## src/ssb_pkg.sv

```systemverilog
// Package for the shadow data buffer of the second serial port: map, fields, reset values.
// How it works
// - Data location aliases receive and transmit holding.
// - Reads return received byte, pin chosen by mode.
// - No FIFO: new byte overwrites, flags overrun.
// - FIFO mode: read returns oldest receive entry.
// - Full receive FIFO drops new byte, flags overrun.
// - Written bytes go to serial or infrared out.
// - No FIFO: write clears empty, rewrites overwrite.
// - FIFO mode accepts writes up to FIFO depth.
// - Write to full transmit FIFO is discarded.
package ssb_pkg;

	// Register byte addresses on the APB bus.
	localparam logic [31:0] DATA_ADDR = 32'h50001150;
	localparam logic [31:0] CTRL_ADDR = 32'h50001300;
	localparam logic [31:0] STAT_ADDR = 32'h50001304;
	localparam logic [31:0] IRQ_STAT_ADDR = 32'h50001308;
	localparam logic [31:0] IRQ_EN_ADDR = 32'h5000130c;
	localparam logic [31:0] IRQ_CLR_ADDR = 32'h50001310;

	// Widths of the character and of the shadow data register.
	localparam int CHAR_W = 8;
	localparam int DATA_REG_W = 16;

	// Control register fields and reset value.
	localparam int CTRL_FIFO_EN_BIT = 0;
	localparam int CTRL_IR_MODE_BIT = 1;
	localparam int CTRL_W = 2;
	localparam logic [1:0] CTRL_RST = 2'h0;

	// Status register fields, mirroring the line status word positions.
	localparam int STAT_DATA_READY_BIT = 0;
	localparam int STAT_HOLD_EMPTY_BIT = 5;

	// Interrupt event bits, shared by status, enable and clear registers.
	localparam int IRQ_OVR_BIT = 0;
	localparam int IRQ_RXD_BIT = 1;
	localparam int IRQ_HOLD_EMPTY_BIT = 2;
	localparam int IRQ_W = 3;
	localparam logic [2:0] IRQ_RST = 3'h0;

	// Default FIFO depth in characters.
	localparam int FIFO_DEPTH_DEF = 16;

	// Register selected by an APB address.
	typedef enum {SEL_NONE, SEL_DATA, SEL_CTRL, SEL_STAT, SEL_ISTAT, SEL_IEN, SEL_ICLR} ssb_sel_t;

endpackage : ssb_pkg

```

## src/ssb_fifo.sv

```systemverilog
// Synchronous FIFO used for both the receive and the transmit character queues.
`timescale 1ns/100ps
module ssb_fifo #(
	parameter int WIDTH = 8,
	parameter int DEPTH = 16
) (
	input wire logic clk_i,
	input wire logic rstn_i,
	input wire logic ce_i,
	input wire logic flush_i,
	input wire logic push_i,
	input wire logic [WIDTH-1:0] wdata_i,
	input wire logic pop_i,
	output logic [WIDTH-1:0] head_o,
	output logic full_o,
	output logic empty_o
);
	localparam int AW = (DEPTH > 1) ? $clog2(DEPTH) : 1;

	logic [WIDTH-1:0] mem_r [DEPTH];
	logic [AW-1:0] wptr_r, wptr_nxt, rptr_r, rptr_nxt;
	logic [AW:0] cnt_r, cnt_nxt;
	logic do_push, do_pop;

	// A push into a full queue or a pop from an empty one is ignored here as a second guard.
	assign do_push = push_i & (cnt_r != (AW+1)'(DEPTH));
	assign do_pop = pop_i & (cnt_r != '0);
	assign full_o = (cnt_r == (AW+1)'(DEPTH));
	assign empty_o = (cnt_r == '0);
	assign head_o = mem_r[rptr_r];

	// Pointer arithmetic wraps at the depth, which need not be a power of two; the count runs from zero up to the depth.
	always_comb begin
		wptr_nxt = wptr_r;
		rptr_nxt = rptr_r;
		cnt_nxt = cnt_r;
		if (do_push) begin
			wptr_nxt = (wptr_r == AW'(DEPTH - 1)) ? '0 : wptr_r + AW'(1);
		end
		if (do_pop) begin
			rptr_nxt = (rptr_r == AW'(DEPTH - 1)) ? '0 : rptr_r + AW'(1);
		end
		cnt_nxt = cnt_r + (AW+1)'(do_push) - (AW+1)'(do_pop);
		if (flush_i) begin
			wptr_nxt = '0;
			rptr_nxt = '0;
			cnt_nxt = '0;
		end
	end

	// Pointers are reset; the storage itself needs no reset since empty hides it.
	always_ff @(posedge clk_i) begin
		if (!rstn_i) begin
			wptr_r <= '0;
			rptr_r <= '0;
			cnt_r <= '0;
		end else if (ce_i) begin
			wptr_r <= wptr_nxt;
			rptr_r <= rptr_nxt;
			cnt_r <= cnt_nxt;
		end
	end

	// Storage write port.
	always_ff @(posedge clk_i) begin
		if (ce_i && do_push && !flush_i) begin
			mem_r[wptr_r] <= wdata_i;
		end
	end

endmodule : ssb_fifo

```

## src/ssb_irq.sv

```systemverilog
// Sticky interrupt status with enable mask and write-one-to-clear register.
`timescale 1ns/100ps
module ssb_irq #(
	parameter int W = 3
) (
	input wire logic clk_i,
	input wire logic rstn_i,
	input wire logic ce_i,
	input wire logic [W-1:0] set_i,
	input wire logic clr_wr_i,
	input wire logic en_wr_i,
	input wire logic [W-1:0] wdata_i,
	output logic [W-1:0] stat_o,
	output logic [W-1:0] en_o,
	output logic irq_o
);
	logic [W-1:0] stat_r, stat_nxt, en_r, en_nxt;
	logic irq_r, irq_nxt;

	// A set in the same cycle as its clear wins, so no event is lost.
	always_comb begin
		stat_nxt = stat_r;
		en_nxt = en_r;
		if (clr_wr_i) begin
			stat_nxt = stat_nxt & ~wdata_i;
		end
		stat_nxt = stat_nxt | set_i;
		if (en_wr_i) begin
			en_nxt = wdata_i;
		end
		irq_nxt = |(stat_nxt & en_nxt);
	end

	// Interrupt output is registered so it is glitch free.
	always_ff @(posedge clk_i) begin
		if (!rstn_i) begin
			stat_r <= '0;
			en_r <= '0;
			irq_r <= 1'b0;
		end else if (ce_i) begin
			stat_r <= stat_nxt;
			en_r <= en_nxt;
			irq_r <= irq_nxt;
		end
	end

	assign stat_o = stat_r;
	assign en_o = en_r;
	assign irq_o = irq_r;

endmodule : ssb_irq

```

## src/ssb_shadow_buf.sv

```systemverilog
// Shadow receive/transmit data location of the second serial port, with APB slave.
`timescale 1ns/100ps
module ssb_shadow_buf #(
	parameter int FIFO_DEPTH = ssb_pkg::FIFO_DEPTH_DEF
) (
	input wire logic CLK_I,
	input wire logic RSTN_I,
	input wire logic CE_I,
	input wire logic PSEL_I,
	input wire logic PENABLE_I,
	input wire logic PWRITE_I,
	input wire logic [31:0] PADDR_I,
	input wire logic [31:0] PWDATA_I,
	output logic [31:0] PRDATA_O,
	output logic PREADY_O,
	output logic PSLVERR_O,
	input wire logic SIN_STROBE_I,
	input wire logic [7:0] SIN_BYTE_I,
	input wire logic SIRIN_STROBE_I,
	input wire logic [7:0] SIRIN_BYTE_I,
	input wire logic TX_READY_I,
	output logic [7:0] TX_BYTE_O,
	output logic SOUT_STROBE_O,
	output logic SIROUT_STROBE_O,
	output logic DATA_READY_O,
	output logic TRANSMIT_HOLDING_EMPTY_O,
	output logic OVERRUN_O,
	output logic IRQ_O
);

	// Address decode; used for both the read and the write paths.
	function automatic ssb_pkg::ssb_sel_t decode(input logic [31:0] a);
		ssb_pkg::ssb_sel_t s;
		s = ssb_pkg::SEL_NONE;
		case (a)
			ssb_pkg::DATA_ADDR: s = ssb_pkg::SEL_DATA;
			ssb_pkg::CTRL_ADDR: s = ssb_pkg::SEL_CTRL;
			ssb_pkg::STAT_ADDR: s = ssb_pkg::SEL_STAT;
			ssb_pkg::IRQ_STAT_ADDR: s = ssb_pkg::SEL_ISTAT;
			ssb_pkg::IRQ_EN_ADDR: s = ssb_pkg::SEL_IEN;
			ssb_pkg::IRQ_CLR_ADDR: s = ssb_pkg::SEL_ICLR;
			default: s = ssb_pkg::SEL_NONE;
		endcase
		return s;
	endfunction : decode

	// Bus handshake state.
	logic pready_r, pready_nxt;
	logic pslverr_r, pslverr_nxt;
	logic [31:0] prdata_r, prdata_nxt;
	ssb_pkg::ssb_sel_t sel;
	logic setup, wr_done, rd_done, data_wr, data_rd;

	// Control register.
	logic [ssb_pkg::CTRL_W-1:0] ctrl_r, ctrl_nxt;
	logic fifo_en, ir_mode, flush;

	// Receive path.
	logic rx_strobe;
	logic [7:0] rx_byte;
	logic [7:0] rx_hold_r, rx_hold_nxt;
	logic rx_held_r, rx_held_nxt;
	logic rx_push, rx_pop, rx_full, rx_empty;
	logic [7:0] rx_head;
	logic data_ready, overrun_ev, rx_store_ev;

	// Transmit path.
	logic [7:0] tx_hold_r, tx_hold_nxt;
	logic hold_empty_r, hold_empty_nxt;
	logic tx_push, tx_pop, tx_full, tx_empty;
	logic [7:0] tx_head;
	logic transmit_holding_empty, handoff;
	logic [7:0] tx_byte_r, tx_byte_nxt;
	logic sout_stb_r, sout_stb_nxt, sirout_stb_r, sirout_stb_nxt;

	// Status outputs and interrupt wiring.
	logic ready_out_r, hold_empty_out_r, hold_empty_d_r, ovr_r;
	logic [ssb_pkg::IRQ_W-1:0] irq_set, irq_stat, irq_en;
	logic irq;

	// Transfer phases: a write or a read takes effect only at the edge that ends the access.
	assign sel = decode(PADDR_I);
	assign setup = PSEL_I & ~PENABLE_I;
	assign wr_done = PSEL_I & PENABLE_I & pready_r & PWRITE_I;
	assign rd_done = PSEL_I & PENABLE_I & pready_r & ~PWRITE_I;
	assign data_wr = wr_done & (sel == ssb_pkg::SEL_DATA);
	assign data_rd = rd_done & (sel == ssb_pkg::SEL_DATA);

	// Mode bits; changing the FIFO enable empties both queues so stale data never mixes in.
	assign fifo_en = ctrl_r[ssb_pkg::CTRL_FIFO_EN_BIT];
	assign ir_mode = ctrl_r[ssb_pkg::CTRL_IR_MODE_BIT];
	assign flush = wr_done & (sel == ssb_pkg::SEL_CTRL) &
		(PWDATA_I[ssb_pkg::CTRL_FIFO_EN_BIT] != fifo_en);

	always_comb begin
		ctrl_nxt = ctrl_r;
		if (wr_done && sel == ssb_pkg::SEL_CTRL) begin
			ctrl_nxt = PWDATA_I[ssb_pkg::CTRL_W-1:0];
		end
	end

	// Receive source follows the mode: serial pin or infrared pin deserializer.
	assign rx_strobe = ir_mode ? SIRIN_STROBE_I : SIN_STROBE_I;
	assign rx_byte = ir_mode ? SIRIN_BYTE_I : SIN_BYTE_I;

	// Receive FIFO: a full queue keeps its entries and the new character is lost.
	assign rx_push = fifo_en & rx_strobe & ~rx_full;
	assign rx_pop = fifo_en & data_rd & ~rx_empty;

	ssb_fifo #(
		.WIDTH(ssb_pkg::CHAR_W),
		.DEPTH(FIFO_DEPTH)
	) u_rx_fifo (
		.clk_i(CLK_I),
		.rstn_i(RSTN_I),
		.ce_i(CE_I),
		.flush_i(flush),
		.push_i(rx_push),
		.wdata_i(rx_byte),
		.pop_i(rx_pop),
		.head_o(rx_head),
		.full_o(rx_full),
		.empty_o(rx_empty)
	);

	// Single holding byte when queues are off; an arrival beats a read in the same cycle.
	// The read still returns the old byte, so the new one must stay flagged as unread.
	always_comb begin
		rx_hold_nxt = rx_hold_r;
		rx_held_nxt = rx_held_r;
		if (data_rd) begin
			rx_held_nxt = 1'b0;
		end
		if (!fifo_en && rx_strobe) begin
			rx_hold_nxt = rx_byte;
			rx_held_nxt = 1'b1;
		end
		if (flush) begin
			rx_held_nxt = 1'b0;
		end
	end

	// Overrun: an unread holding byte is overwritten, or the full queue drops the arrival.
	assign overrun_ev = rx_strobe & (fifo_en ? rx_full : (rx_held_r & ~data_rd));
	assign rx_store_ev = rx_strobe & (~fifo_en | ~rx_full);
	assign data_ready = fifo_en ? ~rx_empty : rx_held_r;

	// Transmit FIFO: writes beyond the depth are dropped and the stored bytes stay intact.
	assign tx_push = fifo_en & data_wr & ~tx_full;
	assign handoff = TX_READY_I & (fifo_en ? ~tx_empty : ~hold_empty_r);
	assign tx_pop = fifo_en & handoff;

	ssb_fifo #(
		.WIDTH(ssb_pkg::CHAR_W),
		.DEPTH(FIFO_DEPTH)
	) u_tx_fifo (
		.clk_i(CLK_I),
		.rstn_i(RSTN_I),
		.ce_i(CE_I),
		.flush_i(flush),
		.push_i(tx_push),
		.wdata_i(PWDATA_I[ssb_pkg::CHAR_W-1:0]),
		.pop_i(tx_pop),
		.head_o(tx_head),
		.full_o(tx_full),
		.empty_o(tx_empty)
	);

	// Holding byte without queues: a write clears empty; a later write simply overwrites.
	// A write in the cycle of a handoff sends the old byte and keeps the new one held.
	always_comb begin
		tx_hold_nxt = tx_hold_r;
		hold_empty_nxt = hold_empty_r;
		if (!fifo_en && handoff) begin
			hold_empty_nxt = 1'b1;
		end
		if (!fifo_en && data_wr) begin
			tx_hold_nxt = PWDATA_I[ssb_pkg::CHAR_W-1:0];
			hold_empty_nxt = 1'b0;
		end
		if (flush) begin
			hold_empty_nxt = 1'b1;
		end
	end

	// Empty means the shifter has taken everything that was written.
	assign transmit_holding_empty = fifo_en ? tx_empty : hold_empty_r;

	// Byte handed to the shifter with a one-cycle strobe on the path of the current mode.
	always_comb begin
		tx_byte_nxt = tx_byte_r;
		sout_stb_nxt = 1'b0;
		sirout_stb_nxt = 1'b0;
		if (handoff && !flush) begin
			tx_byte_nxt = fifo_en ? tx_head : tx_hold_r;
			sout_stb_nxt = ~ir_mode;
			sirout_stb_nxt = ir_mode;
		end
	end

	// Interrupt events: overrun, character stored, and holding empty becoming set.
	assign irq_set[ssb_pkg::IRQ_OVR_BIT] = overrun_ev;
	assign irq_set[ssb_pkg::IRQ_RXD_BIT] = rx_store_ev;
	assign irq_set[ssb_pkg::IRQ_HOLD_EMPTY_BIT] = transmit_holding_empty & ~hold_empty_d_r;

	ssb_irq #(
		.W(ssb_pkg::IRQ_W)
	) u_irq (
		.clk_i(CLK_I),
		.rstn_i(RSTN_I),
		.ce_i(CE_I),
		.set_i(irq_set),
		.clr_wr_i(wr_done & (sel == ssb_pkg::SEL_ICLR)),
		.en_wr_i(wr_done & (sel == ssb_pkg::SEL_IEN)),
		.wdata_i(PWDATA_I[ssb_pkg::IRQ_W-1:0]),
		.stat_o(irq_stat),
		.en_o(irq_en),
		.irq_o(irq)
	);

	// Read data is captured in the setup cycle, so every access ends with no wait state.
	always_comb begin
		pready_nxt = setup;
		pslverr_nxt = setup & (sel == ssb_pkg::SEL_NONE);
		prdata_nxt = '0;
		if (setup && !PWRITE_I) begin
			case (sel)
				ssb_pkg::SEL_DATA: begin
					// Upper bits of the 16-bit data location are reserved and read as zero.
					prdata_nxt[ssb_pkg::CHAR_W-1:0] = fifo_en ? rx_head : rx_hold_r;
				end
				ssb_pkg::SEL_CTRL: begin
					prdata_nxt[ssb_pkg::CTRL_W-1:0] = ctrl_r;
				end
				ssb_pkg::SEL_STAT: begin
					// Reader must check this bit before trusting the data byte.
					prdata_nxt[ssb_pkg::STAT_DATA_READY_BIT] = data_ready;
					prdata_nxt[ssb_pkg::STAT_HOLD_EMPTY_BIT] = transmit_holding_empty;
				end
				ssb_pkg::SEL_ISTAT: begin
					prdata_nxt[ssb_pkg::IRQ_W-1:0] = irq_stat;
				end
				ssb_pkg::SEL_IEN: begin
					prdata_nxt[ssb_pkg::IRQ_W-1:0] = irq_en;
				end
				default: begin
					prdata_nxt = '0;
				end
			endcase
		end
	end

	// All state registers; CE_I low freezes everything.
	always_ff @(posedge CLK_I) begin
		if (!RSTN_I) begin
			pready_r <= 1'b0;
			pslverr_r <= 1'b0;
			prdata_r <= '0;
			ctrl_r <= ssb_pkg::CTRL_RST;
			rx_hold_r <= '0;
			rx_held_r <= 1'b0;
			tx_hold_r <= '0;
			hold_empty_r <= 1'b1;
			tx_byte_r <= '0;
			sout_stb_r <= 1'b0;
			sirout_stb_r <= 1'b0;
			ready_out_r <= 1'b0;
			hold_empty_out_r <= 1'b1;
			hold_empty_d_r <= 1'b1;
			ovr_r <= 1'b0;
		end else if (CE_I) begin
			pready_r <= pready_nxt;
			pslverr_r <= pslverr_nxt;
			prdata_r <= prdata_nxt;
			ctrl_r <= ctrl_nxt;
			rx_hold_r <= rx_hold_nxt;
			rx_held_r <= rx_held_nxt;
			tx_hold_r <= tx_hold_nxt;
			hold_empty_r <= hold_empty_nxt;
			tx_byte_r <= tx_byte_nxt;
			sout_stb_r <= sout_stb_nxt;
			sirout_stb_r <= sirout_stb_nxt;
			ready_out_r <= data_ready;
			hold_empty_out_r <= transmit_holding_empty;
			hold_empty_d_r <= transmit_holding_empty;
			ovr_r <= overrun_ev;
		end
	end

	// Every top-level output comes from a flip-flop.
	assign PRDATA_O = prdata_r;
	assign PREADY_O = pready_r;
	assign PSLVERR_O = pslverr_r;
	assign TX_BYTE_O = tx_byte_r;
	assign SOUT_STROBE_O = sout_stb_r;
	assign SIROUT_STROBE_O = sirout_stb_r;
	assign DATA_READY_O = ready_out_r;
	assign TRANSMIT_HOLDING_EMPTY_O = hold_empty_out_r;
	assign OVERRUN_O = ovr_r;
	assign IRQ_O = irq;

endmodule : ssb_shadow_buf

```

## config.mk

```make
export PLATFORM = sky130hd
export DESIGN_NAME = ssb_shadow_buf
export DESIGN_NICKNAME = d
export VERILOG_FILES = /design/src/ssb_pkg.sv /design/src/ssb_fifo.sv /design/src/ssb_irq.sv /design/src/ssb_shadow_buf.sv
export SDC_FILE = /design/constraint.sdc
export NUM_CORES = 1
export LEC_CHECK = 0
export BUFFER_PORTS_ARGS = -buffer_cell sky130_fd_sc_hd__buf_2
export CORE_UTILIZATION = 58
export CTS_CLUSTER_DIAMETER = 200
export DETAILED_ROUTE_END_ITERATION = 10
export PLACE_DENSITY = 0.78
export SYNTH_ARGS = -nofsm -noshare
export SYNTH_HDL_FRONTEND = slang
export SYNTH_SLANG_ARGS = --single-unit
```

## constraint.sdc

```tcl
create_clock -name CLK_I -period 4.65 [get_ports CLK_I]
set_clock_uncertainty 0.05 [all_clocks]
set_input_delay 0.93 -clock CLK_I [delete_from_list [all_inputs] [get_ports CLK_I]]
set_output_delay 0.93 -clock CLK_I [all_outputs]
set_load 0.01 [all_outputs]
```

# Word level (Yosys, flattened, before mapping)

Memories as Yosys holds them, arrays and structs flattened. A register that Yosys moved wholly into a read port is not among the register bits.
Index checks and enable logic that the tools add are counted.

Register bits after elaboration: 100
Bits in writable memories: 256
Word-level logic and storage cells: 184
Memories: 2

Add/subtract/negate cells: 8
Equal/unequal tests: 24
Mux-type cells: 48
Bitwise gates (word level): 44
Reduce and logical (&&, ||, !) cells: 35

Memories:

| name            | words | width | rd ports | clocked after Yosys merged registers in | write ports | RTL line       | source |
|---|---|---|---|---|---|---|---|
| u_rx_fifo.mem_r | 16    | 8     | 1        | 1                                       | 1           | ssb_fifo.sv:20 | `logic [WIDTH-1:0] mem_r [DEPTH];` |
| u_tx_fifo.mem_r | 16    | 8     | 1        | 1                                       | 1           | ssb_fifo.sv:20 |  |

Operator list:

| cell                                            | number |
|---|---|
| == test 32 x 31 -> 1 bit, second input constant | 6 |
| == test 32 x 2 -> 1 bit, second input constant  | 3 |
| == test 32 x 3 -> 1 bit, second input constant  | 3 |
| == test 32 x 4 -> 1 bit, second input constant  | 2 |
| two-way mux 4 bit                               | 16 |
| == test 32 x 1 -> 1 bit, second input constant  | 1 |
| zero test 32 bit                                | 1 |
| two-way mux 8 bit                               | 4 |
| AND 1 bit                                       | 28 |
| AND reduction 2 bit                             | 10 |
| case mux 3 bit (6 select lines)                 | 1 |
| two-way mux 1 bit                               | 17 |
| adder 4 x 1 -> 4 bit, second input constant     | 4 |
| == test 4 bit, second input constant            | 4 |
| inverter 1 bit                                  | 11 |
| adder 5 x 1 -> 5 bit                            | 2 |
| == test 5 bit, second input constant            | 2 |
| logical AND 1 bit                               | 10 |
| zero test 5 bit                                 | 2 |
| two-way mux 5 bit                               | 2 |
| != test 5 bit, second input constant            | 2 |
| nonzero test 5 bit                              | 2 |
| subtractor 5 x 1 -> 5 bit                       | 2 |
| nonzero test 2 bit                              | 4 |
| other kinds (14)                                | 20 |

# Depth between registers and ports, before layout

Gate-level depths: netlist of the first run.

Depth after elaboration: 11
Gate-level depth with buffers: 17

# Modules after synthesis

From an unflattened synthesis of the first run, not the netlist that was laid out.

Cells, all modules: 1,031
Area, all modules: 15,072.0 sq um

Modules (own cells, without submodules):

| module                | times used | cells an instance | area an instance (sq um) | seq. area each (sq um) |
|---|---|---|---|---|
| ssb_fifo at u_rx_fifo | 1          | 339               | 6,032.0                  | 4,184.0 |
| ssb_fifo at u_tx_fifo | 1          | 341               | 6,025.8                  | 4,184.0 |
| ssb_shadow_buf        | 1          | 311               | 2,660.1                  | 860.8 |
| ssb_irq               | 1          | 40                | 354.1                    | 140.1 |

# Worst setup path before layout of the first run

OpenSTA, ideal clock, no wires.

Path kind: input to register
Start point: input PADDR_I[2]
End point: register u_rx_fifo.cnt_r[4]
Library setup time: 0.126 ns
Arrival time: 3.769 ns
Data required time: 4.474 ns
Slack: 0.706 ns
Stages on the path: 16
Cell sequence: buf_2 nand4bb_1 a2111oi_2 nor3b_1 and2_1 ha_1 inv_1 ha_1 inv_1 fa_1 nand2b_1 a21oi_1 o21a_1 nor3_1 o21ai_0 a21boi_0

Word-level cells in the longest chain between the ends: 9

RTL lines:

| what                                | RTL line              | source |
|---|---|---|
| start, declared                     | ssb_shadow_buf.sv:12  | `input wire logic [31:0] PADDR_I,` |
| == test 32 x 31 -> 1 bit            | ssb_shadow_buf.sv:35  | `case (a)` |
| case mux 3 bit (6 select lines) (*) | ssb_shadow_buf.sv:35  |  |
| == test 32 x 2 -> 1 bit             | ssb_shadow_buf.sv:87  | `assign data_rd = rd_done & (sel == ssb_pkg::SEL_DATA);` |
| AND 1 bit                           | ssb_shadow_buf.sv:87  |  |
| AND 1 bit (2 in series)             | ssb_shadow_buf.sv:108 | `assign rx_pop = fifo_en & data_rd & ~rx_empty;` |
| AND 1 bit                           | ssb_fifo.sv:27        | `assign do_pop = pop_i & (cnt_r != '0);` |
| subtractor 5 x 1 -> 5 bit           | ssb_fifo.sv:43        | `cnt_nxt = cnt_r + (AW+1)'(do_push) - (AW+1)'(do_pop);` |
| two-way mux 5 bit (*)               | ssb_fifo.sv:44        | `if (flush_i) begin` |
| end signal, assigned                | ssb_fifo.sv:60        | `cnt_r <= cnt_nxt;` |
| end, declared                       | ssb_fifo.sv:22        | `logic [AW:0] cnt_r, cnt_nxt;` |

Every way passes the cells marked *; elsewhere a longest branch is shown, timed or not.
A chain may end at the register's enable or synchronous reset.

# Final worst setup path of the first run

Ends and elaborated chain as after synthesis.

==> flow_summary.yaml, run 1 <==
status:
  status: "finished, final reports clean"
route:
  wl_mm: 32.52
  num_vias: 8751
  ant_nets: 0
  drt_iter0_drc: 786
  routed_via_density: 6.086
  wl_per_cell_um: 22.62
  first_pass_iters: 5
  drc: 0
setup_path:
  cp_max_fo: 4
  crit_chain: "buf_2 -> nand4bb_1 -> a2111oi_2 -> nor3b_1 -> and2_1 -> ha_1 -> inv_1 -> ha_1 -> inv_1 -> fa_1 -> nand2b_1 -> a21oi_1 -> o21a_1 -> nor3_1 -> o21ai_0 -> a21boi_0"
  crit_path_end_kind: "flip-flop"
  cp_slowest_cell: "a2111oi_2"
  crit_buf_inv: 3
  worstSetupPathType: "input pin to flip-flop"
  cp_top_family: "compound AO/OA/AOI/OAI gates"
  crit_path_start_kind: "input pin"
  critical_path.max_stage_delay_ps: 440
  critPathArrivalTime_ps: 4000
  crit_required_ps: 5000
place:
  place_hpwl_mm: 21.34
  dp.cells: 1373
  placed_area_um2: 15540
  gp_congestion: 0.8835
  io_buffers: 88
synthesis:
  synth_area_leaders: "edfxtp_1, dfxtp_1, mux4_2"
  ys_warn_count: 0
  synthXorXnorAreaFrac_pct: 0.2959
  syn_avg_cell_area_um2: 15.16
  synth_cell_types: 72
  yosysTopAreaCell: "edfxtp_1"
  synthAdderAreaFrac_pct: 2.130
  synth_top_area_share_pct: 51.94
  syn_inst: 976
  synth-simple-area-share_pct: 9.620
  yosysSeqAreaShare_pct: 63.30
  synth_mux_area_share_pct: 14.76
  synth_top_family_by_area: "multiplexers"
  synth_compound_area_share_pct: 6.256
  synth_edf_count: 256
  ys_ff_latch: 340
  synth_ff_type: "edfxtp_1"
  syn_area_um2: 14800
  synthArstFlopShare_pct: 0
cells_and_area:
  nets: 1192
  drive_gt1_share_pct: 25.52
  finalInstanceArea_um2: 16710
  fin_cells: 1438
  synthToLayoutAreaGrowth_pct: 12.90
worst_hold_path:
  hold_class: "flip-flop to flip-flop"
global_route:
  grt_antenna_before_repair: 3
  grt_pass1_vias: 8807
  grt_util_all_layers_pct: 25.69
  grt_overflow: 0
  grt_pass1_wl_mm: 50.22
  grt_max_degree: 44
floorplanning:
  ioPinCount: 137
  core_um2: 25110
  die_area_um2: 26160
  fp.dieH_um: 161.7
  dieWidth_um: 161.7
  start_util_pct: 58.94
  fp-row-count: 58
cts:
  clk_pin_slew_ps: 60
  cts.path.max_buffers: 3
  cts_made_buffers: 34
  clock_sinks: 340
  clock_latency_ps: 520
  post_cts_resized: 0
  cts.hold.buffers_added: 0
  cts_tree: "yes"
  ctsHtreeMaxLevel: 2
  post_cts_buffers: 0
  clock-root-buffer: "clkbuf_16"
timing:
  fmax_ghz: 0.2735
  hold_viol: 0
  tns_ps: 0
  grt_setup_unrepaired: "no"
  setup-violations-final: 0
  slew_headroom_pct: 22.26
  min_period_ps: 3657
  worst_pin_slew_ps: 1164
  slew_viol_final: 0
  finalCritPeriodShare_pct: 78.64
flow_run:
  drv_cap: 0
power:
  max-vdd-ir-drop_v: 0.0002912
  power_density_nw_per_um2: 375.4
  p_leak_nw: 5.604
path summary, 6_finish.rpt:
check                                         startpoint                         endpoint  slack, ps  cells after the start
worst min register to register  PRDATA_O[6]$_SDFFE_PN0P_         PRDATA_O[6]$_SDFFE_PN0P_        410                      2
worst max-delay path                          PADDR_I[2]  u_rx_fifo.cnt_r[4]$_SDFFE_PN0P_        990                     16
worst max register to register     PREADY_O$_SDFFE_PN0P_  u_rx_fifo.cnt_r[4]$_SDFFE_PN0P_       1210                     15
worst min-delay path            PRDATA_O[6]$_SDFFE_PN0P_         PRDATA_O[6]$_SDFFE_PN0P_        410                      2
where the power goes:
| part | internal, mW | switching (mW) |
|---|---|---|
| registers | 3.26 | 0.00493 |
| clock network | 1.71 | 1.14 |
| logic | 0.0508 | 0.111 |
| total | 5.02 | 1.25 |
flip-flops by register name, indices dropped and copies added, names as in the netlist, 2 cells and up, named ones only:
register          flops
u_tx_fifo.wptr_r      4
u_rx_fifo.wptr_r      4
TX_BYTE_O             8
rx_hold_r             8
u_tx_fifo.rptr_r      4
u_rx_fifo.mem_r     128
tx_hold_r             8
u_tx_fifo.mem_r     128
u_tx_fifo.cnt_r       5
u_rx_fifo.rptr_r      4
ctrl_r                2
u_irq.en_o            3
u_rx_fifo.cnt_r       5
u_irq.stat_o          3
PRDATA_O              8
cell usage after synthesis, drive strengths merged, types with 2 or more instances:
library cell	count
xnor2	2
o2bb2ai	2
o21ai	35
mux4	71
nor2b	33
edfxtp	256
inv	33
a22oi	11
nor3b	6
mux2	20
a31oi	4
nor4b	4
nor2	36
a21boi	16
and2	24
nand3	26
o2111ai	2
nand2	46
o22ai	8
mux2i	36
or2	2
clkbuf	21
o211ai	4
and4	3
a21o	4
and3	10
nand4bb	3
dfxtp	84
nor3	15
o21a	6
a221oi	8
fa	2
nand3b	5
nand2b	3
buf	50
xor2	3
nor4	9
nand4	7
ha	22
a21oi	27
o31ai	2
placed cells by master (no fill, tap or decap), types with 8 or more instances in the layout:
master / n
a21boi_0: 16
a21oi_1: 27
a221oi_1: 8
a22oi_1: 11
and2_1: 24
and3_1: 10
buf_2: 88
buf_4: 27
clkbuf_16: 34
conb_1: 24
dfxtp_1: 81
edfxtp_1: 256
ha_1: 22
inv_1: 33
mux2_2: 20
mux2i_1: 36
mux4_2: 71
nand2_1: 46
nand3_1: 25
nor2_1: 35
nor2b_1: 33
nor3_1: 14
o21ai_0: 34
o22ai_1: 8
cell type report:
| type | count | area (um^2) |
|---|---|---|
| sequential | 340 | 9373 |
| multi-input combinational | 555 | 4984 |
| tap | 330 | 412.9 |
| timing repair buffer | 115 | 643.1 |
| clock inverter | 23 | 286.5 |
| clock buffer | 39 | 879.6 |
| fill | 1784 | 8399 |
| inverter | 33 | 123.9 |
| antenna | 3 | 7.507 |
worst min-delay path: cells and delay by family (launching register included):
kind	cells	cell delay (ps)
flip-flops	1	320
AND/OR/NAND/NOR	1	50
AO/OA/AOI/OAI	1	50
stage by stage:
stage          total power [mW]  setup slack (ps)  utilization (%)  hold slack [ps]
3_5_place_dp              3.493             538.3            61.87            389.1
5_1_grt                   6.441             772.1            66.53            435.2
4_1_cts                   6.302              1027            66.52            408.7
2_1_floorplan             3.426             705.6                -            401.2
6_report                  6.274             993.2            66.55            405.4
3_3_place_gp              3.487             607.2            61.87            388.9
cells by family after synthesis:
| kind of cell | Yosys count |
|---|---|
| other cells | 1 |
| xor+xnor | 5 |
| fa+ha+maj | 24 |
| compound gates | 140 |
| flops | 340 |
| mux | 127 |
| simple gates | 235 |
| buf+inv | 104 |
routing by layer:
layer / GRT usage (%) / wire (um)
met1: 33.35 / 12870
met5: 0 / 0
met2: 43.77 / 16300
met3: 4.775 / 2509
met4: 8.576 / 849
(Power assumes the default switching activity.)
==> inputs of run 2 (changes only) <==
--- a/config.mk
+++ b/config.mk
@@ -6,10 +6,10 @@
 export NUM_CORES = 1
 export LEC_CHECK = 0
 export BUFFER_PORTS_ARGS = -buffer_cell sky130_fd_sc_hd__buf_2
-export CORE_UTILIZATION = 58
+export CORE_UTILIZATION = 54
 export CTS_CLUSTER_DIAMETER = 200
 export DETAILED_ROUTE_END_ITERATION = 10
-export PLACE_DENSITY = 0.78
+export PLACE_DENSITY = 0.76
 export SYNTH_ARGS = -nofsm -noshare
 export SYNTH_HDL_FRONTEND = slang
 export SYNTH_SLANG_ARGS = --single-unit
==> constraint.sdc (replaced) <==
create_clock -name CLK_I -period 3.2 [get_ports CLK_I]
set_clock_uncertainty 0.05 [all_clocks]
set_input_delay 0.64 -clock CLK_I [delete_from_list [all_inputs] [get_ports CLK_I]]
set_output_delay 0.64 -clock CLK_I [all_outputs]
set_load 0.01 [all_outputs]
==> run 2 against run 1 <==
Against the previous run:
- first-iteration DRC count up 35%
- wire length up 0.66%
- critical path depth up 1
- sequential share of layout area down 1.7 points
- global-route usage down 1.7 points
- cell count up 4.5%
- via count up 1.8%
- critical path type is now flip-flop to flip-flop
==> flow_summary.yaml, run 2 (same netlist as run 1, synthesis figures left out) <==
flow_run:
  drv_cap: 0
route:
  wl_per_cell_um: 21.78
  routed_via_density: 5.928
  drc: 0
  wl_mm: 32.74
  ant_nets: 0
  num_vias: 8910
  drt_iter0_drc: 1061
  first_pass_iters: 5
floorplanning:
  fp.dieH_um: 167.6
  dieWidth_um: 167.6
  start_util_pct: 54.92
  die_area_um2: 28070
  core_um2: 26950
  fp-row-count: 60
  ioPinCount: 137
cts:
  ctsHtreeMaxLevel: 2
  clk_pin_slew_ps: 60
  clock_latency_ps: 510
  clock-root-buffer: "clkbuf_16"
  cts_made_buffers: 35
  clock_sinks: 340
  cts.path.max_buffers: 3
  cts_tree: "yes"
global_route:
  grt_pass1_vias: 9004
  grt_antenna_before_repair: 0
  grt_max_degree: 36
  met3_usage_pct: 3.734
  grt_util_all_layers_pct: 23.97
  use_met1_pct: 31.15
  grt_pass1_wl_mm: 50.60
  grt.busiest_layer: "met2"
  grtUsageMet2_pct: 41.23
  grt_overflow: 0
power:
  max-vdd-ir-drop_v: 0.0002689
  power_density_nw_per_um2: 508.2
  power.internal_mw: 7.012
  power_frac_comb_pct: 3.0
  p_leak_nw: 5.878
  swShare_pct: 19.97
  netSwitchingPower_mw: 1.750
  power_frac_seq_pct: 54.2
  clockPowerShare_pct: 42.8
cells_and_area:
  diodes: 0
  reg_top3: "u_rx_fifo.mem_r x128, u_tx_fifo.mem_r x128"
  nets: 1251
  finalInstanceArea_um2: 17240
  synthToLayoutAreaGrowth_pct: 16.50
  drive_gt1_share_pct: 30.29
  final_cell_mix: "edfxtp_1, buf_2, dfxtp_1"
  mostFrequentLayoutCell: "edfxtp_1"
worst_hold_path:
  hold_class: "flip-flop to flip-flop"
place:
  io_buffers: 88
  place_hpwl_mm: 21.96
  placed_area_um2: 16160
  gp_congestion: 0.8598
timing:
  setup-violations-final: 0
  worst_pin_slew_ps: 1116
  min_period_ps: 3062
  hold_viol: 0
  holdWs_ps: 395.3
  fmax_ghz: 0.3266
  finalCritPeriodShare_pct: 95.68
  slew_headroom_pct: 25.30
  slew_viol_final: 0
  tns_ps: 0
setup_path:
  reg2reg_from: "u_rx_fifo.cnt_r[3]$_SDFFE_PN0P_"
  crit_path_start_kind: "flip-flop"
  critPathLaunch: "u_rx_fifo.cnt_r[3]$_SDFFE_PN0P_"
  crit_required_ps: 3540
  rr_endpoint: "u_rx_fifo.cnt_r[4]$_SDFFE_PN0P_"
  r2r_slack_ps: 140
  crit_path_end_kind: "flip-flop"
  cp_max_fo: 3
  critPathArrivalTime_ps: 3400
  worstSetupPathType: "flip-flop to flip-flop"
  critical_path.max_stage_delay_ps: 400
  crit_chain: "inv_2 -> ha_2 -> or3b_4 -> nor2_4 -> nor2_2 -> and2_4 -> ha_1 -> inv_1 -> ha_2 -> inv_1 -> fa_2 -> nand2b_4 -> a21oi_4 -> o21a_1 -> nor3_2 -> o21ai_1 -> a21boi_1"
  cp_slowest_cell: "or3b_4"
  endpoint: "u_rx_fifo.cnt_r[4]$_SDFFE_PN0P_"
  r2r_cells: 17
status:
  status: "finished, final reports clean"
run 2: changes by cell type in the layout (fill, tap and decap cells not counted), moves of 3 or more:
cell | previous run | this run
bufinv_16 | 6 | 2
nor3_2 | 1 | 5
buf_4 | 27 | 79
buf_12 | 0 | 6
ha_2 | 0 | 3
nor3_1 | 14 | 10
ha_1 | 22 | 19
diode_2 | 3 | 0
clkbuf_1 | 4 | 11
run 2: worst max-delay path, delay by kind of cell, from the launching register on:
| family | cells | cell delay [ps] |
|---|---|---|
| fa+ha+maj | 4 | 950 |
| buf+inv | 3 | 180 |
| simple gates | 6 | 890 |
| flops | 1 | 340 |
| compound gates | 4 | 540 |
run 2: layer usage:
metal / vias up / share of wire [%]
met5: - / 0
met3: 57 / 6.7
li1: 4049 / -
met2: 378 / 51
met1: 4426 / 40
met4: 0 / 2.7
run 2: stage by stage:
stage               std cells  setup WS (ps)  util [%]  power (mW)
floorplan                 999         -32.44         -       4.986
detailed placement       1441         -250.5     59.96       5.102
finish                   1503          138.3     63.98       8.762
CTS                      1502          44.00     63.82       8.827
global placement         1441         -223.9     59.96       5.093
global route             1503         -20.67     63.98       9.023
run 2: power groups by stage:
stage / combinational (mW) / clock [mW] / sequential, mW
after CTS: 0.260 / 3.82 / 4.75
after global routing: 0.281 / 3.99 / 4.75
after global placement: 0.250 / 0 / 4.84
after floorplan: 0.142 / 0 / 4.84
final: 0.261 / 3.75 / 4.75
after detailed placement: 0.259 / 0 / 4.84
run 2: worst min-delay path by stage:
stage / startpoint / to / slack (ps) / cells past startpoint
after global routing: PRDATA_O[6]$_SDFFE_PN0P_ / PRDATA_O[6]$_SDFFE_PN0P_ / 430 / 2
final: SOUT_STROBE_O$_SDFFE_PN0P_ / SOUT_STROBE_O$_SDFFE_PN0P_ / 400 / 2
after floorplan: u_irq.en_o[0]$_SDFFE_PN0P_ / u_irq.en_o[0]$_SDFFE_PN0P_ / 400 / 2
after detailed placement: SOUT_STROBE_O$_SDFFE_PN0P_ / SOUT_STROBE_O$_SDFFE_PN0P_ / 390 / 2
after CTS: SOUT_STROBE_O$_SDFFE_PN0P_ / SOUT_STROBE_O$_SDFFE_PN0P_ / 400 / 2
after global placement: SOUT_STROBE_O$_SDFFE_PN0P_ / SOUT_STROBE_O$_SDFFE_PN0P_ / 380 / 2
run 2: final cells by class:
type	instances	area (um^2)
clock buffer	46	917.1
clock inverter	15	121.4
multi-input combinational	555	5127
sequential	340	9373
tap	341	426.7
timing repair buffer	173	1154
fill	1899	9708
inverter	33	123.9
run 2: timing repair:
action	4_1_cts	5_1_grt
gates resized for setup	0	13
endpoints found under the setup margin	0	1
hold buffers	0	0
buffers inserted	0	1
==> inputs of run 3 (changes only) <==
--- a/config.mk
+++ b/config.mk
@@ -6,10 +6,9 @@
 export NUM_CORES = 1
 export LEC_CHECK = 0
 export BUFFER_PORTS_ARGS = -buffer_cell sky130_fd_sc_hd__buf_2
-export CORE_UTILIZATION = 54
+export CORE_UTILIZATION = 28
 export CTS_CLUSTER_DIAMETER = 200
 export DETAILED_ROUTE_END_ITERATION = 10
-export PLACE_DENSITY = 0.76
 export SYNTH_ARGS = -nofsm -noshare
 export SYNTH_HDL_FRONTEND = slang
 export SYNTH_SLANG_ARGS = --single-unit
==> run 3 against run 2 <==
Against the previous run:
- fmax increased by 2.1%
- total power increased by 3.8%
- worst setup slack improved by 63 ps
- global-route usage decreased by 11 points
- critical path type unchanged
- clock power increased by 8.8%
- clock-buffer cell count increased by 5
- sequential cell count unchanged
- cell area increased by 3.3%
==> flow_summary.yaml, run 3 (same netlist as run 1, synthesis figures left out) <==
setup_path:
  critPathArrivalTime_ps: 3420
  cp_max_fo: 3
  reg2reg_from: "u_rx_fifo.cnt_r[3]$_SDFFE_PN0P_"
  crit_buf_inv: 3
  crit_chain: "inv_2 -> ha_1 -> or3b_4 -> nor2_1 -> nor2_1 -> and2_4 -> ha_1 -> inv_1 -> ha_2 -> inv_1 -> fa_2 -> nand2b_4 -> a21oi_4 -> nor3_1 -> nor3_1 -> o21ai_1 -> a21boi_1"
  r2r_slack_ps: 200
  critPathLaunch: "u_rx_fifo.cnt_r[3]$_SDFFE_PN0P_"
  crit_path_end_kind: "flip-flop"
  r2r_cells: 17
  cp.depth: 17
  worstSetupPathType: "flip-flop to flip-flop"
  crit_required_ps: 3620
  critical_path.max_stage_delay_ps: 380
  cp_slowest_cell: "or3b_4"
  rr_endpoint: "u_rx_fifo.cnt_r[4]$_SDFFE_PN0P_"
  crit_path_start_kind: "flip-flop"
  cp_top_family: "simple AND/OR/NAND/NOR gates"
  endpoint: "u_rx_fifo.cnt_r[4]$_SDFFE_PN0P_"
timing:
  tns_ps: 0
  finalCritPeriodShare_pct: 93.69
  slew_headroom_pct: 27.53
  worst_pin_slew_ps: 1083
  slew_viol_final: 0
  fmax_ghz: 0.3335
  setup-violations-final: 0
  hold_viol: 0
  min_period_ps: 2998
cts:
  cts_made_buffers: 35
  ctsHtreeMaxLevel: 2
  cts.path.max_buffers: 3
  clk_pin_slew_ps: 70
  clock_sinks: 340
  cts_tree: "yes"
  clock-root-buffer: "clkbuf_16"
  clock_latency_ps: 530
place:
  placed_area_um2: 16630
  gp_congestion: 0.8211
  io_buffers: 88
  place_hpwl_mm: 23.83
route:
  num_vias: 8887
  routed_via_density: 4.804
  wl_mm: 34.65
  wl_per_cell_um: 18.73
  first_pass_iters: 5
  drc: 0
  ant_nets: 0
  drt_iter0_drc: 727
cells_and_area:
  reg_top3: "u_rx_fifo.mem_r x128, u_tx_fifo.mem_r x128"
  mostFrequentLayoutCell: "edfxtp_1"
  nets: 1255
  final_cell_mix: "edfxtp_1, buf_2, buf_4"
  fin_util_pct: 34.44
  synthToLayoutAreaGrowth_pct: 20.35
  finalInstanceArea_um2: 17810
  drive_gt1_share_pct: 30.45
  nFillCells: 4946
floorplanning:
  start_util_pct: 28.62
  core_um2: 51720
  fp.dieH_um: 231.9
  fp-row-count: 83
  ioPinCount: 137
  dieWidth_um: 231.9
  die_area_um2: 53780
global_route:
  grt_overflow: 0
  grt_antenna_before_repair: 3
  grt_pass1_vias: 8967
  grt_max_degree: 50
  grt_pass1_wl_mm: 53.48
  grt_util_all_layers_pct: 12.97
power:
  power_frac_seq_pct: 52.2
  max-vdd-ir-drop_v: 0.0003571
  power.internal_mw: 7.257
  power_frac_comb_pct: 2.8
  netSwitchingPower_mw: 1.837
  power_density_nw_per_um2: 510.6
  swShare_pct: 20.20
  p_leak_nw: 5.971
  clockPowerShare_pct: 44.9
status:
  status: "finished, final reports clean"
worst_hold_path:
  hold_class: "flip-flop to flip-flop"
flow_run:
  drv_cap: 0
==> run 3: cell types whose count changed in the layout (fill, tap and decap cells not counted), moves of 2 or more <==
cell | before | now
clkinv_2 | 6 | 2
buf_4 | 79 | 82
clkinv_1 | 6 | 4
nor3_1 | 10 | 12
nor2_1 | 33 | 35
clkbuf_8 | 0 | 4
nor3_2 | 5 | 3
clkinv_4 | 0 | 2
==> run 3: cell type report <==
| type | count | area (um^2) | share of cell area, % |
|---|---|---|---|
| flip-flops and latches | 340 | 9373 | 52.62 |
| clock inverters | 13 | 157.7 | 0.8851 |
| inverters | 33 | 123.9 | 0.6954 |
| clock buffers | 51 | 997.2 | 5.598 |
| diodes | 1 | 2.502 | 0.01405 |
| multi-input cells | 555 | 5111 | 28.69 |
| well taps | 680 | 850.8 | 4.777 |
| repair buffers | 177 | 1196 | 6.715 |
==> run 3: power groups by stage <==
| stage | Clock (mW) | Combinational, mW | Sequential (mW) |
|---|---|---|---|
| floorplan | 0 | 0.142 | 4.84 |
| CTS | 4.18 | 0.260 | 4.75 |
| finish | 4.08 | 0.259 | 4.75 |
| global placement | 0 | 0.252 | 4.84 |
| global route | 4.35 | 0.284 | 4.75 |
| detailed placement | 0 | 0.260 | 4.85 |
==> run 3: what timing repair did <==
item / in CTS / in global routing
hold buffers: 0 / 0
gates resized for setup: 0 / 8
setup endpoints to repair: 0 / 1
buffers inserted: 0 / 0
==> run 3: metrics by stage <==
step | hold WS (ps) | std cells | worst slack, ps | power, mW
4_1_cts | 417.0 | 1849 | 61.25 | 9.186
3_5_place_dp | 397.0 | 1785 | -369.8 | 5.105
6_report | 404.7 | 1850 | 201.8 | 9.094
5_1_grt | 446.0 | 1849 | -17.30 | 9.387
3_3_place_gp | 392.5 | 1785 | -392.8 | 5.097
2_1_floorplan | 401.2 | 999 | -32.44 | 4.986
==> run 3: per-layer routing <==
metal,GRT usage (%),vias to the layer above,share of wire (%)
met5,0,-,0
met4,3.043,0,1.6
met3,2.112,46,4.7
met2,21.32,229,48
met1,17.80,4544,46
li1,-,4068,-
==> run 3: how the worst min path moves through the flow <==
| stage | cells after the start | end | slack (ps) | startpoint |
|---|---|---|---|---|
| floorplan | 2 | u_irq.en_o[0]$_SDFFE_PN0P_ | 400 | u_irq.en_o[0]$_SDFFE_PN0P_ |
| global route | 1 | PRDATA_O[5]$_SDFFE_PN0P_ | 450 | PRDATA_O[5]$_SDFFE_PN0P_ |
| CTS | 1 | PRDATA_O[5]$_SDFFE_PN0P_ | 420 | PRDATA_O[5]$_SDFFE_PN0P_ |
| finish | 1 | PRDATA_O[5]$_SDFFE_PN0P_ | 400 | PRDATA_O[5]$_SDFFE_PN0P_ |
| global placement | 1 | PRDATA_O[5]$_SDFFE_PN0P_ | 390 | PRDATA_O[5]$_SDFFE_PN0P_ |
| detailed placement | 1 | PRDATA_O[5]$_SDFFE_PN0P_ | 400 | PRDATA_O[5]$_SDFFE_PN0P_ |
